--- src/core/sfm_pkg.sv ---
// Constants and types of the serial memory command front end
package sfm_pkg;

  // ----------------------------------------------------------------
  // Opcodes
  // ----------------------------------------------------------------
  localparam logic [7:0] OP_LATCH_SET = 8'h06;
  localparam logic [7:0] OP_LATCH_CLEAR = 8'h04;
  localparam logic [7:0] OP_STATUS_READ = 8'h05;
  localparam logic [7:0] OP_STATUS_WRITE = 8'h01;
  localparam logic [7:0] OP_MEM_MASK = 8'hf7;
  localparam logic [7:0] OP_MEM_READ = 8'h03;
  localparam logic [7:0] OP_MEM_WRITE = 8'h02;
  localparam int TOP_ADDR_POS = 3;

  // ----------------------------------------------------------------
  // Status register layout
  // ----------------------------------------------------------------
  localparam int WEF_POS = 1;
  localparam int BP_LO_POS = 2;
  localparam int BP_HI_POS = 3;
  localparam logic [7:0] STATUS_RESET = 8'h00;
  localparam logic [1:0] BP_RESET = 2'h0;

  // ----------------------------------------------------------------
  // Link and buffer figures
  // ----------------------------------------------------------------
  localparam int SCK_MAX_MHZ = 20;
  localparam int BYTE_BITS = 8;
  localparam int FIFO_DEPTH = 8;
  localparam int FIFO_WIDTH = 9;

  // ----------------------------------------------------------------
  // Types
  // ----------------------------------------------------------------
  typedef enum logic [2:0] {
    CMD_NONE, CMD_LATCH_SET, CMD_LATCH_CLEAR, CMD_STATUS_READ,
    CMD_STATUS_WRITE, CMD_MEM_READ, CMD_MEM_WRITE
  } sfm_cmd_type;

  typedef enum {
    ST_IDLE, ST_OPCODE, ST_ADDR, ST_DATA, ST_STATUS_OUT, ST_IGNORE
  } sfm_state_type;

endpackage : sfm_pkg

--- src/core/sfm_frontend.sv ---
// Serial memory command front end with its receive FIFO

// ------------------------------------------------------------------
// Receive FIFO
// ------------------------------------------------------------------
module sfm_fifo #(
  parameter int WIDTH = 9,
  parameter int DEPTH = 8
) (
  // System
  input wire logic clk,
  input wire logic arst_n,
  // Fill side
  input wire logic in_valid,
  output logic in_ready,
  input wire logic [WIDTH-1:0] in_data,
  // Drain side
  output logic out_valid,
  input wire logic out_ready,
  output logic [WIDTH-1:0] out_data
);
  localparam int AW = $clog2(DEPTH);
  logic [WIDTH-1:0] mem_q [DEPTH];
  logic [AW-1:0] wr_q;
  logic [AW-1:0] rd_q;
  logic [AW:0] cnt_q;
  logic push;
  logic pop;

  assign in_ready = (cnt_q != (AW+1)'(DEPTH));
  assign out_valid = (cnt_q != '0);
  assign push = in_valid & in_ready;
  assign pop = out_valid & out_ready;
  assign out_data = mem_q[rd_q];

  always_ff @(posedge clk) begin
    if (push) begin
      mem_q[wr_q] <= in_data;
    end
  end

  always_ff @(posedge clk or negedge arst_n) begin
    if (!arst_n) begin
      wr_q <= '0;
      rd_q <= '0;
      cnt_q <= '0;
    end else begin
      if (push) begin
        wr_q <= (wr_q == AW'(DEPTH-1)) ? '0 : wr_q + 1'b1;
      end
      if (pop) begin
        rd_q <= (rd_q == AW'(DEPTH-1)) ? '0 : rd_q + 1'b1;
      end
      cnt_q <= cnt_q + (AW+1)'(push) - (AW+1)'(pop);
    end
  end
endmodule : sfm_fifo

// ------------------------------------------------------------------
// Command front end
// ------------------------------------------------------------------
module sfm_frontend
  import sfm_pkg::*;
#(
  parameter bit KEEP_LATCH_UPPER = 1'b1,
  parameter int BUF_DEPTH = FIFO_DEPTH
) (
  // System
  input wire logic clk,
  input wire logic arst_n,
  // Serial pins
  input wire logic cs_n,
  input wire logic sck,
  input wire logic si,
  output logic so_out,
  output logic so_oe,
  // Received address and data bytes
  output logic rx_valid,
  input wire logic rx_ready,
  output logic [FIFO_WIDTH-1:0] rx_data,
  // Command and state
  output sfm_cmd_type cmd_code,
  output logic cmd_strobe,
  output logic top_address_bit,
  output logic mode3,
  output logic write_enable_flag,
  output logic [7:0] status,
  output logic drop_flag
);

  // ----------------------------------------------------------------
  // Opcode decoding
  // ----------------------------------------------------------------
  function automatic sfm_cmd_type decode(input logic [7:0] op);
    sfm_cmd_type c;
    c = CMD_NONE;
    if (op == OP_LATCH_SET) begin
      c = CMD_LATCH_SET;
    end else if (op == OP_LATCH_CLEAR) begin
      c = CMD_LATCH_CLEAR;
    end else if (op == OP_STATUS_READ) begin
      c = CMD_STATUS_READ;
    end else if (op == OP_STATUS_WRITE) begin
      c = CMD_STATUS_WRITE;
    end else if ((op & OP_MEM_MASK) == OP_MEM_READ) begin
      c = CMD_MEM_READ;
    end else if ((op & OP_MEM_MASK) == OP_MEM_WRITE) begin
      c = CMD_MEM_WRITE;
    end
    return c;
  endfunction : decode

  // ----------------------------------------------------------------
  // Pin synchronisers and edges
  // ----------------------------------------------------------------
  logic [1:0] cs_s;
  logic [1:0] sck_s;
  logic [1:0] si_s;
  logic cs_prev_q;
  logic sck_prev_q;
  logic cs_fall;
  logic cs_rise;
  logic active;
  logic sck_rise;
  logic sck_fall;

  always_ff @(posedge clk or negedge arst_n) begin
    if (!arst_n) begin
      cs_s <= 2'h3;
      sck_s <= 2'h0;
      si_s <= 2'h0;
      cs_prev_q <= 1'b1;
      sck_prev_q <= 1'b0;
    end else begin
      cs_s <= {cs_s[0], cs_n};
      sck_s <= {sck_s[0], sck};
      si_s <= {si_s[0], si};
      cs_prev_q <= cs_s[1];
      sck_prev_q <= sck_s[1];
    end
  end

  assign cs_fall = cs_prev_q & ~cs_s[1];
  assign cs_rise = ~cs_prev_q & cs_s[1];
  assign active = ~cs_prev_q & ~cs_s[1];
  // Only a true low to high move counts, so a mode 3 idle high is no edge
  assign sck_rise = active & ~sck_prev_q & sck_s[1];
  assign sck_fall = active & sck_prev_q & ~sck_s[1];

  // ----------------------------------------------------------------
  // Mode detection
  // ----------------------------------------------------------------
  always_ff @(posedge clk or negedge arst_n) begin
    if (!arst_n) begin
      mode3 <= 1'b0;
    end else if (cs_fall) begin
      mode3 <= sck_s[1];
    end
  end

  // ----------------------------------------------------------------
  // Bit reception and command sequencing
  // ----------------------------------------------------------------
  sfm_state_type state_q;
  logic [2:0] bit_cnt_q;
  logic [6:0] shift_q;
  logic [7:0] rx_byte;
  logic byte_done;
  logic op_done;
  sfm_cmd_type op_cmd;

  assign rx_byte = {shift_q, si_s[1]};
  assign byte_done = sck_rise & (bit_cnt_q == 3'h7);
  assign op_done = byte_done & (state_q == ST_OPCODE);
  assign op_cmd = decode(rx_byte);

  always_ff @(posedge clk or negedge arst_n) begin
    if (!arst_n) begin
      bit_cnt_q <= '0;
      shift_q <= '0;
    end else if (!active) begin
      bit_cnt_q <= '0;
    end else if (sck_rise) begin
      bit_cnt_q <= bit_cnt_q + 3'h1;
      shift_q <= rx_byte[6:0];
    end
  end

  always_ff @(posedge clk or negedge arst_n) begin
    if (!arst_n) begin
      state_q <= ST_IDLE;
    end else if (cs_s[1]) begin
      state_q <= ST_IDLE;
    end else if (cs_fall) begin
      state_q <= ST_OPCODE;
    end else if (byte_done) begin
      case (state_q)
        ST_OPCODE: begin
          case (op_cmd)
            CMD_STATUS_READ: begin
              state_q <= ST_STATUS_OUT;
            end
            CMD_STATUS_WRITE: begin
              state_q <= ST_DATA;
            end
            CMD_MEM_READ, CMD_MEM_WRITE: begin
              state_q <= ST_ADDR;
            end
            default: begin
              state_q <= ST_IGNORE;
            end
          endcase
        end
        ST_ADDR: begin
          state_q <= ST_DATA;
        end
        default: begin
          state_q <= state_q;
        end
      endcase
    end
  end

  always_ff @(posedge clk or negedge arst_n) begin
    if (!arst_n) begin
      cmd_code <= CMD_NONE;
      top_address_bit <= 1'b0;
      cmd_strobe <= 1'b0;
    end else begin
      cmd_strobe <= op_done;
      if (op_done) begin
        cmd_code <= op_cmd;
        top_address_bit <= rx_byte[TOP_ADDR_POS];
      end
    end
  end

  // ----------------------------------------------------------------
  // Write enable latch and status register
  // ----------------------------------------------------------------
  logic [1:0] bp_q;
  logic clear_at_end;

  assign clear_at_end = (state_q != ST_OPCODE) && (state_q != ST_IDLE) &&
      ((cmd_code == CMD_LATCH_CLEAR) || (cmd_code == CMD_STATUS_WRITE) ||
      ((cmd_code == CMD_MEM_WRITE) && !(KEEP_LATCH_UPPER && top_address_bit)));

  always_ff @(posedge clk or negedge arst_n) begin
    if (!arst_n) begin
      write_enable_flag <= STATUS_RESET[WEF_POS];
    end else if (op_done && (op_cmd == CMD_LATCH_SET)) begin
      write_enable_flag <= 1'b1;
    end else if (cs_rise && clear_at_end) begin
      write_enable_flag <= 1'b0;
    end
  end

  always_ff @(posedge clk or negedge arst_n) begin
    if (!arst_n) begin
      bp_q <= BP_RESET;
    end else if (byte_done && (state_q == ST_DATA) && (cmd_code == CMD_STATUS_WRITE) &&
        write_enable_flag) begin
      bp_q <= rx_byte[BP_HI_POS:BP_LO_POS];
    end
  end

  always_comb begin
    status = STATUS_RESET;
    status[WEF_POS] = write_enable_flag;
    status[BP_HI_POS:BP_LO_POS] = bp_q;
  end

  // ----------------------------------------------------------------
  // Serial output
  // ----------------------------------------------------------------
  logic [6:0] tx_q;
  logic [2:0] tx_cnt_q;

  always_ff @(posedge clk or negedge arst_n) begin
    if (!arst_n) begin
      so_out <= 1'b0;
      so_oe <= 1'b0;
      tx_q <= '0;
      tx_cnt_q <= '0;
    end else if (state_q != ST_STATUS_OUT) begin
      so_oe <= 1'b0;
      tx_cnt_q <= '0;
    end else if (sck_fall) begin
      so_oe <= 1'b1;
      tx_cnt_q <= tx_cnt_q + 3'h1;
      if (tx_cnt_q == 3'h0) begin
        so_out <= status[7];
        tx_q <= status[6:0];
      end else begin
        so_out <= tx_q[6];
        tx_q <= {tx_q[5:0], 1'b0};
      end
    end
  end

  // ----------------------------------------------------------------
  // Received byte buffering
  // ----------------------------------------------------------------
  logic push;
  logic push_ready;

  assign push = byte_done && ((state_q == ST_ADDR) ||
      ((state_q == ST_DATA) && (cmd_code == CMD_MEM_WRITE) && write_enable_flag));

  sfm_fifo #(.WIDTH(FIFO_WIDTH), .DEPTH(BUF_DEPTH)) u_fifo (
    .clk(clk),
    .arst_n(arst_n),
    .in_valid(push),
    .in_ready(push_ready),
    .in_data({state_q == ST_ADDR, rx_byte}),
    .out_valid(rx_valid),
    .out_ready(rx_ready),
    .out_data(rx_data)
  );

  // Overflow is sticky until the next select; a new loss wins over the clear
  always_ff @(posedge clk or negedge arst_n) begin
    if (!arst_n) begin
      drop_flag <= 1'b0;
    end else if (push && !push_ready) begin
      drop_flag <= 1'b1;
    end else if (cs_fall) begin
      drop_flag <= 1'b0;
    end
  end
endmodule : sfm_frontend

--- config.mk ---
export PLATFORM = sky130hd
export DESIGN_NAME = sfm_frontend
export DESIGN_NICKNAME = d
export VERILOG_FILES = /design/src/core/sfm_pkg.sv /design/src/core/sfm_frontend.sv
export SDC_FILE = /design/constraint.sdc
export NUM_CORES = 1
export LEC_CHECK = 0
export ABC_CLOCK_PERIOD_IN_PS = 3200
export BUFFER_PORTS_ARGS = -buffer_cell sky130_fd_sc_hd__buf_2
export CELL_PAD_IN_SITES_DETAIL_PLACEMENT = 2
export CELL_PAD_IN_SITES_GLOBAL_PLACEMENT = 2
export CORE_UTILIZATION = 44
export DETAILED_ROUTE_END_ITERATION = 16
export GPL_TIMING_DRIVEN = 0
export PLACE_DENSITY_LB_ADDON = 0.1
export SLEW_MARGIN = 10
export SYNTH_ARGS = -nofsm -noshare
export SYNTH_HDL_FRONTEND = slang
export SYNTH_SLANG_ARGS = --single-unit
--- constraint.sdc ---
create_clock -name clk -period 3.2 [get_ports clk]
set_input_delay 0.64 -clock clk [delete_from_list [all_inputs] [get_ports clk]]
set_output_delay 0.64 -clock clk [all_outputs]
set_load 0.05 [all_outputs]
Word level (Yosys, flattened, before mapping)
Memories as Yosys holds them, arrays and structs flattened.
Index checks and enable logic that the tools add are counted.

cells by class
  bitwise gates (word level) = 16
  $add $sub $neg = 6
  mux-type cells = 27
  equal/unequal tests = 26
  reductions and logical operators = 29

operators with widths
  kind                                                                      number
  32-bit two-way mux                                                        3
  32-bit by 2-bit == test with 1-bit output, second input constant          2
  32-bit by 3-bit == test with 1-bit output, second input constant          2
  32-bit one-hot mux with 2 select lines                                    1
  3-bit two-way mux                                                         12
  32-bit by 1-bit == test with 1-bit output, second input constant          1
  32-bit by 2-bit inequality test with 1-bit output, second input constant  1
  32-bit by 4-bit inequality test with 1-bit output, second input constant  1
  32-bit nonzero test                                                       1
  3-bit == test, second input constant                                      8
  8-bit by 3-bit == test with 1-bit output, second input constant           3
  7-bit by 2-bit == test with 1-bit output, second input constant           2
  3-bit by 1-bit adder with 3-bit output, second input constant             4
  1-bit logical AND                                                         12
  1-bit AND                                                                 11
  1-bit two-way mux                                                         9
  3-bit one-hot mux with 3 select lines                                     1
  8-bit by 1-bit == test with 1-bit output, second input constant           1
  4-bit nonzero test                                                        2
  7-bit two-way mux                                                         1
  3-bit by 2-bit == test with 1-bit output, second input constant           2
  2-bit AND reduction                                                       3
  2-bit nonzero test                                                        3
  1-bit NOT                                                                 5
  10 further kinds                                                          13

word-level totals
  output and inout bits = 28
  memories = 1
  register bits = 82
  RAM bits = 72
  word-level logic and storage cells = 127
  bits of input ports = 6

memories
  memory        words  width  read ports  clocked after Yosys merged registers in  wr ports  RTL line            source
  u_fifo.mem_q  8      9      1           0                                        1         sfm_frontend.sv:23  logic [WIDTH-1:0] mem_q [DEPTH];

Depth between registers and ports, before layout
  depth in word-level cells = 14
  depth in mapped cells = 11
  mapped depth without buffers = 11

By module
Synthesis repeated with hierarchy kept, for this count alone.

unflattened totals
  cells, all modules = 323
  area total of the unflattened synthesis = 5,305.1 µm²

modules (own cells, without submodules)
  module        times used  area each (µm²)  cells an instance  seq. area each (µm²)
  sfm_fifo      1           3,398.3          163                2,412.3
  sfm_frontend  1           1,906.8          160                1,054.8

Worst setup path before layout
Ideal clock, no wire load.

  path kind = reg2out
  start point = register u_fifo.rd_q[0]
  end point = output rx_data[0]
  stages on the path, launching flop included = 4
  data arrival time = 1,758 ps
  buffers on the path = 1
  setup slack = 802 ps
  data required time = 2,560 ps
  cells stage by stage = dfrtp_1 -> clkbuf_1 -> mux4_2 -> mux2_2

on the way
  cells in the longest elaborated chain, start to end = 1

ends and longest elaborated chain
  item                      RTL line            source
  start: declaration        sfm_frontend.sv:25  logic [AW-1:0] rd_q;
  start signal: assignment  sfm_frontend.sv:52  rd_q <= (rd_q == AW'(DEPTH-1)) ? '0 : rd_q + 1'b1;
  memory 8 x 9 bit          --
  end: declaration          sfm_frontend.sv:80  output logic [FIFO_WIDTH-1:0] rx_data,

Every way passes these cells.

Worst setup path in the final report
  start point = register u_fifo.rd_q[1]
  end point = output rx_data[4]

The elaborated chain is that of the path after synthesis.

==> metrics.md <==
| Metric | Value |
|---|---|
| Critical path's top delay family | buffers and inverters |
| FMAX | 0.329 GHz |
| Synth area leader | edfxtp_1 |
| Finish-stage setup viols | 0 |
| Core Util, Final | 0.545 |
| Hold_ws | 0.266 ns |
| Antenna-violating nets left | 0 |
| Crit share post-route | 0.951 |
| NetSw | 1680 µW |
| Number of flops mapped to enable cells by yosys | 72 |
| Post-synth top cells | 72 x edfxtp_1, 49 x dfrtp_1, 23 x nand2_1 |
| Worst path most repeated cell | clkbuf_2 |
| Most common cell in the netlist | edfxtp_1 |
| Routed length per instance | 26.2 µm |
| Worst flop-to-flop path startpoint | state_q[2]$_DFFE_PN0P_ |
| Post-synth top flop | edfxtp_1 |
| Cells traversed along the worst timing path | clkbuf_2 -> clkbuf_2 -> mux4_2 -> mux2_2 -> buf_2 |
| Pint | 3780 µW |
| Final HPWL DP | 8220 µm |
| First-pass GRT wire length | 21,700 µm |
| Largest net degree at the start of global routing | 53 |
| Max stage delay cell, worst path | clkbuf_2 |
| Max-slew violations | 0 |
| Gr usage total | 0.252 |
| Post-synthesis sequential area ratio | 0.664 |
| Area share of the largest cell type after synthesis | 0.414 |
| Antenna cell count | 0 |
| Terminus of the critical flop-to-flop path | u_fifo.mem_q[5][8]$_DFFE_PP_ |
| Routed wire length | 14,100 µm |
| Die Area | 0.0123 mm² |
| TritonCTS clock tree | built |
| Startpoint types | flop |
| Max-cap violations | 0 |
| CP Capture Type | primary output |
| Synth warn | 0 |
| Hold Vio Cnt, Final | 0 |
| Critical Path Fanout Max | 10 |
| Clk root buf | clkbuf_16 |
| Final Critical Period | 3.04 ns |
| Clock skew | 0.0147 ns |
| Least-Margin Pin Slew | 0.734 ns |
| Initial DRC count | 152 |
| Initial antenna violation count | 0 |
| Final nets | 402 |
| Vias per cell | 5.59 |
| Hold-fix buffers, CTS | 0 |
| H-Tree Depth | 4 |
| Clk Latency, worst-skew pair | 0.42 ns |
| Switching share of total power | 0.307 |
| Min-delay worst type | in2async |
| Residual DRC | 0 |
| Pwr dens | 874 mW/mm² |
| Gate power share | 0.233 |
| Top cells by area, synth | edfxtp_1 41%, dfrtp_1 23%, mux4_2 7.8% |
| Starting density of the core | 0.455 |
| Layout cells sized above 1 | 0.312 |
| PortBufs | 28 |
| Die width | 111 µm |
| R2R cell count | 5 |
| Worst rel slew slack | 0.511 |
| R2R Setup Slk | 0.26 ns |
| Mapped cell area | 0.00522 mm² |
| RSZ-0062 raised after global routing | no |
| Syn Area/Cell | 15.8 µm² |
| Reg clk slew, reported paths | 0.07 ns |
| Outcome | completed |
| Critical path arrival | 2.40 ns |
| Pleak | 0.00254 µW |
| Final GP Congestion | 0.758 |
| Via count | 3,003 |
| CP Class | reg2out |
| Ys async rst share | 0.419 |
| Flops & latches, synth | 124 |
| Congestion Overflow GR | 0 |
| CORE AREA | 0.0115 mm² |
| Die height | 111 µm |
| Post-Syn Instances | 330 |
| Max VDD drop | 649 µV |
| Sequential power share | 0.354 |
| CTS Buf Count | 17 |
| TritonRoute pass-1 iters | 4 |
| Rows | 39 |
| P&R area growth vs syn | 19.7% |
| Clk pwr share | 0.413 |
| WP data required | 2.56 ns |
| Vias in the first global route | 3,442 |
| WP buf/inv | 3 |
| IO Pins | 34 |
| CP peak stage delay | 0.40 ns |
| CTS Sinks | 124 |
| Library cells used by synthesis | 49 |
| Longest Clk Path Bufs | 2 |
cell type report:
type | count | area [µm²]
Fill cell | 1028 | 5220
Inverter | 16 | 60.1
Buffer | 17 | 106
Sequential cell | 124 | 3470
Multi-Input combinational cell | 177 | 1610
Tap cell | 143 | 179
Clock inverter | 14 | 241
Clock buffer | 18 | 439
Timing Repair Buffer | 28 | 143
worst max path at each step:
stage                               start  cells after the start                           end
3_3_place_gp   u_fifo.rd_q[1]$_DFFE_PN0P_                      5                    rx_data[0]
2_1_floorplan  u_fifo.rd_q[0]$_DFFE_PN0P_                      3                    rx_data[0]
4_1_cts        u_fifo.rd_q[1]$_DFFE_PN0P_                      5                    rx_data[4]
3_5_place_dp       state_q[2]$_DFFE_PN0P_                      5  u_fifo.mem_q[0][8]$_DFFE_PP_
6_report       u_fifo.rd_q[1]$_DFFE_PN0P_                      5                    rx_data[4]
5_1_grt        u_fifo.rd_q[1]$_DFFE_PN0P_                      5                    rx_data[4]
cell usage in the layout, fill, tap and decap left out, types with 3 or more instances in the layout:
master / synthesis / routed
nor2b_1: 5 / 5
conb_1: 1 / 5
nor2_1: 17 / 17
nand2b_1: 4 / 4
mux2i_1: 4 / 4
mux2_2: 21 / 21
dfstp_2: 3 / 3
nand3_1: 6 / 6
o21ai_0: 15 / 15
clkbuf_2: 0 / 3
clkinvlp_4: 0 / 3
clkbuf_16: 0 / 17
bufinv_16: 0 / 6
a21oi_1: 3 / 3
buf_2: 1 / 28
dfrtp_1: 49 / 49
xor2_1: 3 / 3
buf_4: 8 / 9
ha_1: 14 / 14
and4b_1: 3 / 3
nand2_1: 23 / 23
edfxtp_1: 72 / 72
clkinv_4: 0 / 3
mux4_2: 18 / 18
nor3_1: 4 / 4
inv_1: 16 / 16
state kept, by name, indices dropped and copies added (netlist names), 3 cells and up:
signal        count
u_fifo.mem_q     72
shift_q           7
tx_q              6
u_fifo.cnt_q      4
bit_cnt_q         3
cmd_code          3
state_q           3
tx_cnt_q          3
u_fifo.rd_q       3
u_fifo.wr_q       3
cell families (layout without fill, tap and decap cells):
group / Yosys count / in the layout / share of synthesized area
AOI/OAI and AO/OA: 31 / 31 / 0.0372
xor gates and xnor gates: 5 / 5 / 0.00839
adders and majority gates: 15 / 15 / 0.0374
buffers and inverters: 33 / 93 / 0.0312
DFF: 124 / 124 / 0.664
muxes: 45 / 45 / 0.136
other: 1 / 5 / 0.000719
and+or+nand+nor: 76 / 76 / 0.0844
metal layers:
layer  track usage  up-vias  part of all wire
met1         0.291     1582              0.39
met3        0.0459       26             0.025
met2         0.452       64              0.55
met5             0        -                 0
li1              -     1331                 -
met4         0.116        0             0.030
power groups by stage:
stage	logic [µW]	registers (µW)	clock network (µW)
2_1_floorplan	952	1910	0
3_3_place_gp	1200	1940	0
3_5_place_dp	1270	1960	0
4_1_cts	1300	1930	2290
5_1_grt	1370	1940	2340
6_report	1270	1930	2250
metrics by stage:
stage	TNS, ns	std cells	power [µW]	cell area, µm²	setup slack (ns)
3_3_place_gp	0	505	3140	5550	0.0476
5_1_grt	0	537	5650	6240	0.0605
4_1_cts	0	537	5520	6240	0.103
3_5_place_dp	-2.41	505	3230	5550	-0.114
2_1_floorplan	0	334	2860	5230	0.802
6_report	0	537	5460	6240	0.158
timing repair:
| item | in CTS | in global routing |
|---|---|---|
| endpoints found under the setup margin | 65 | 0 |
| endpoints found under the hold margin | 0 | 0 |
| gates resized for setup | 4 | 0 |
| setup buffers | 0 | 0 |
Power figures use the tool's default switching activity.
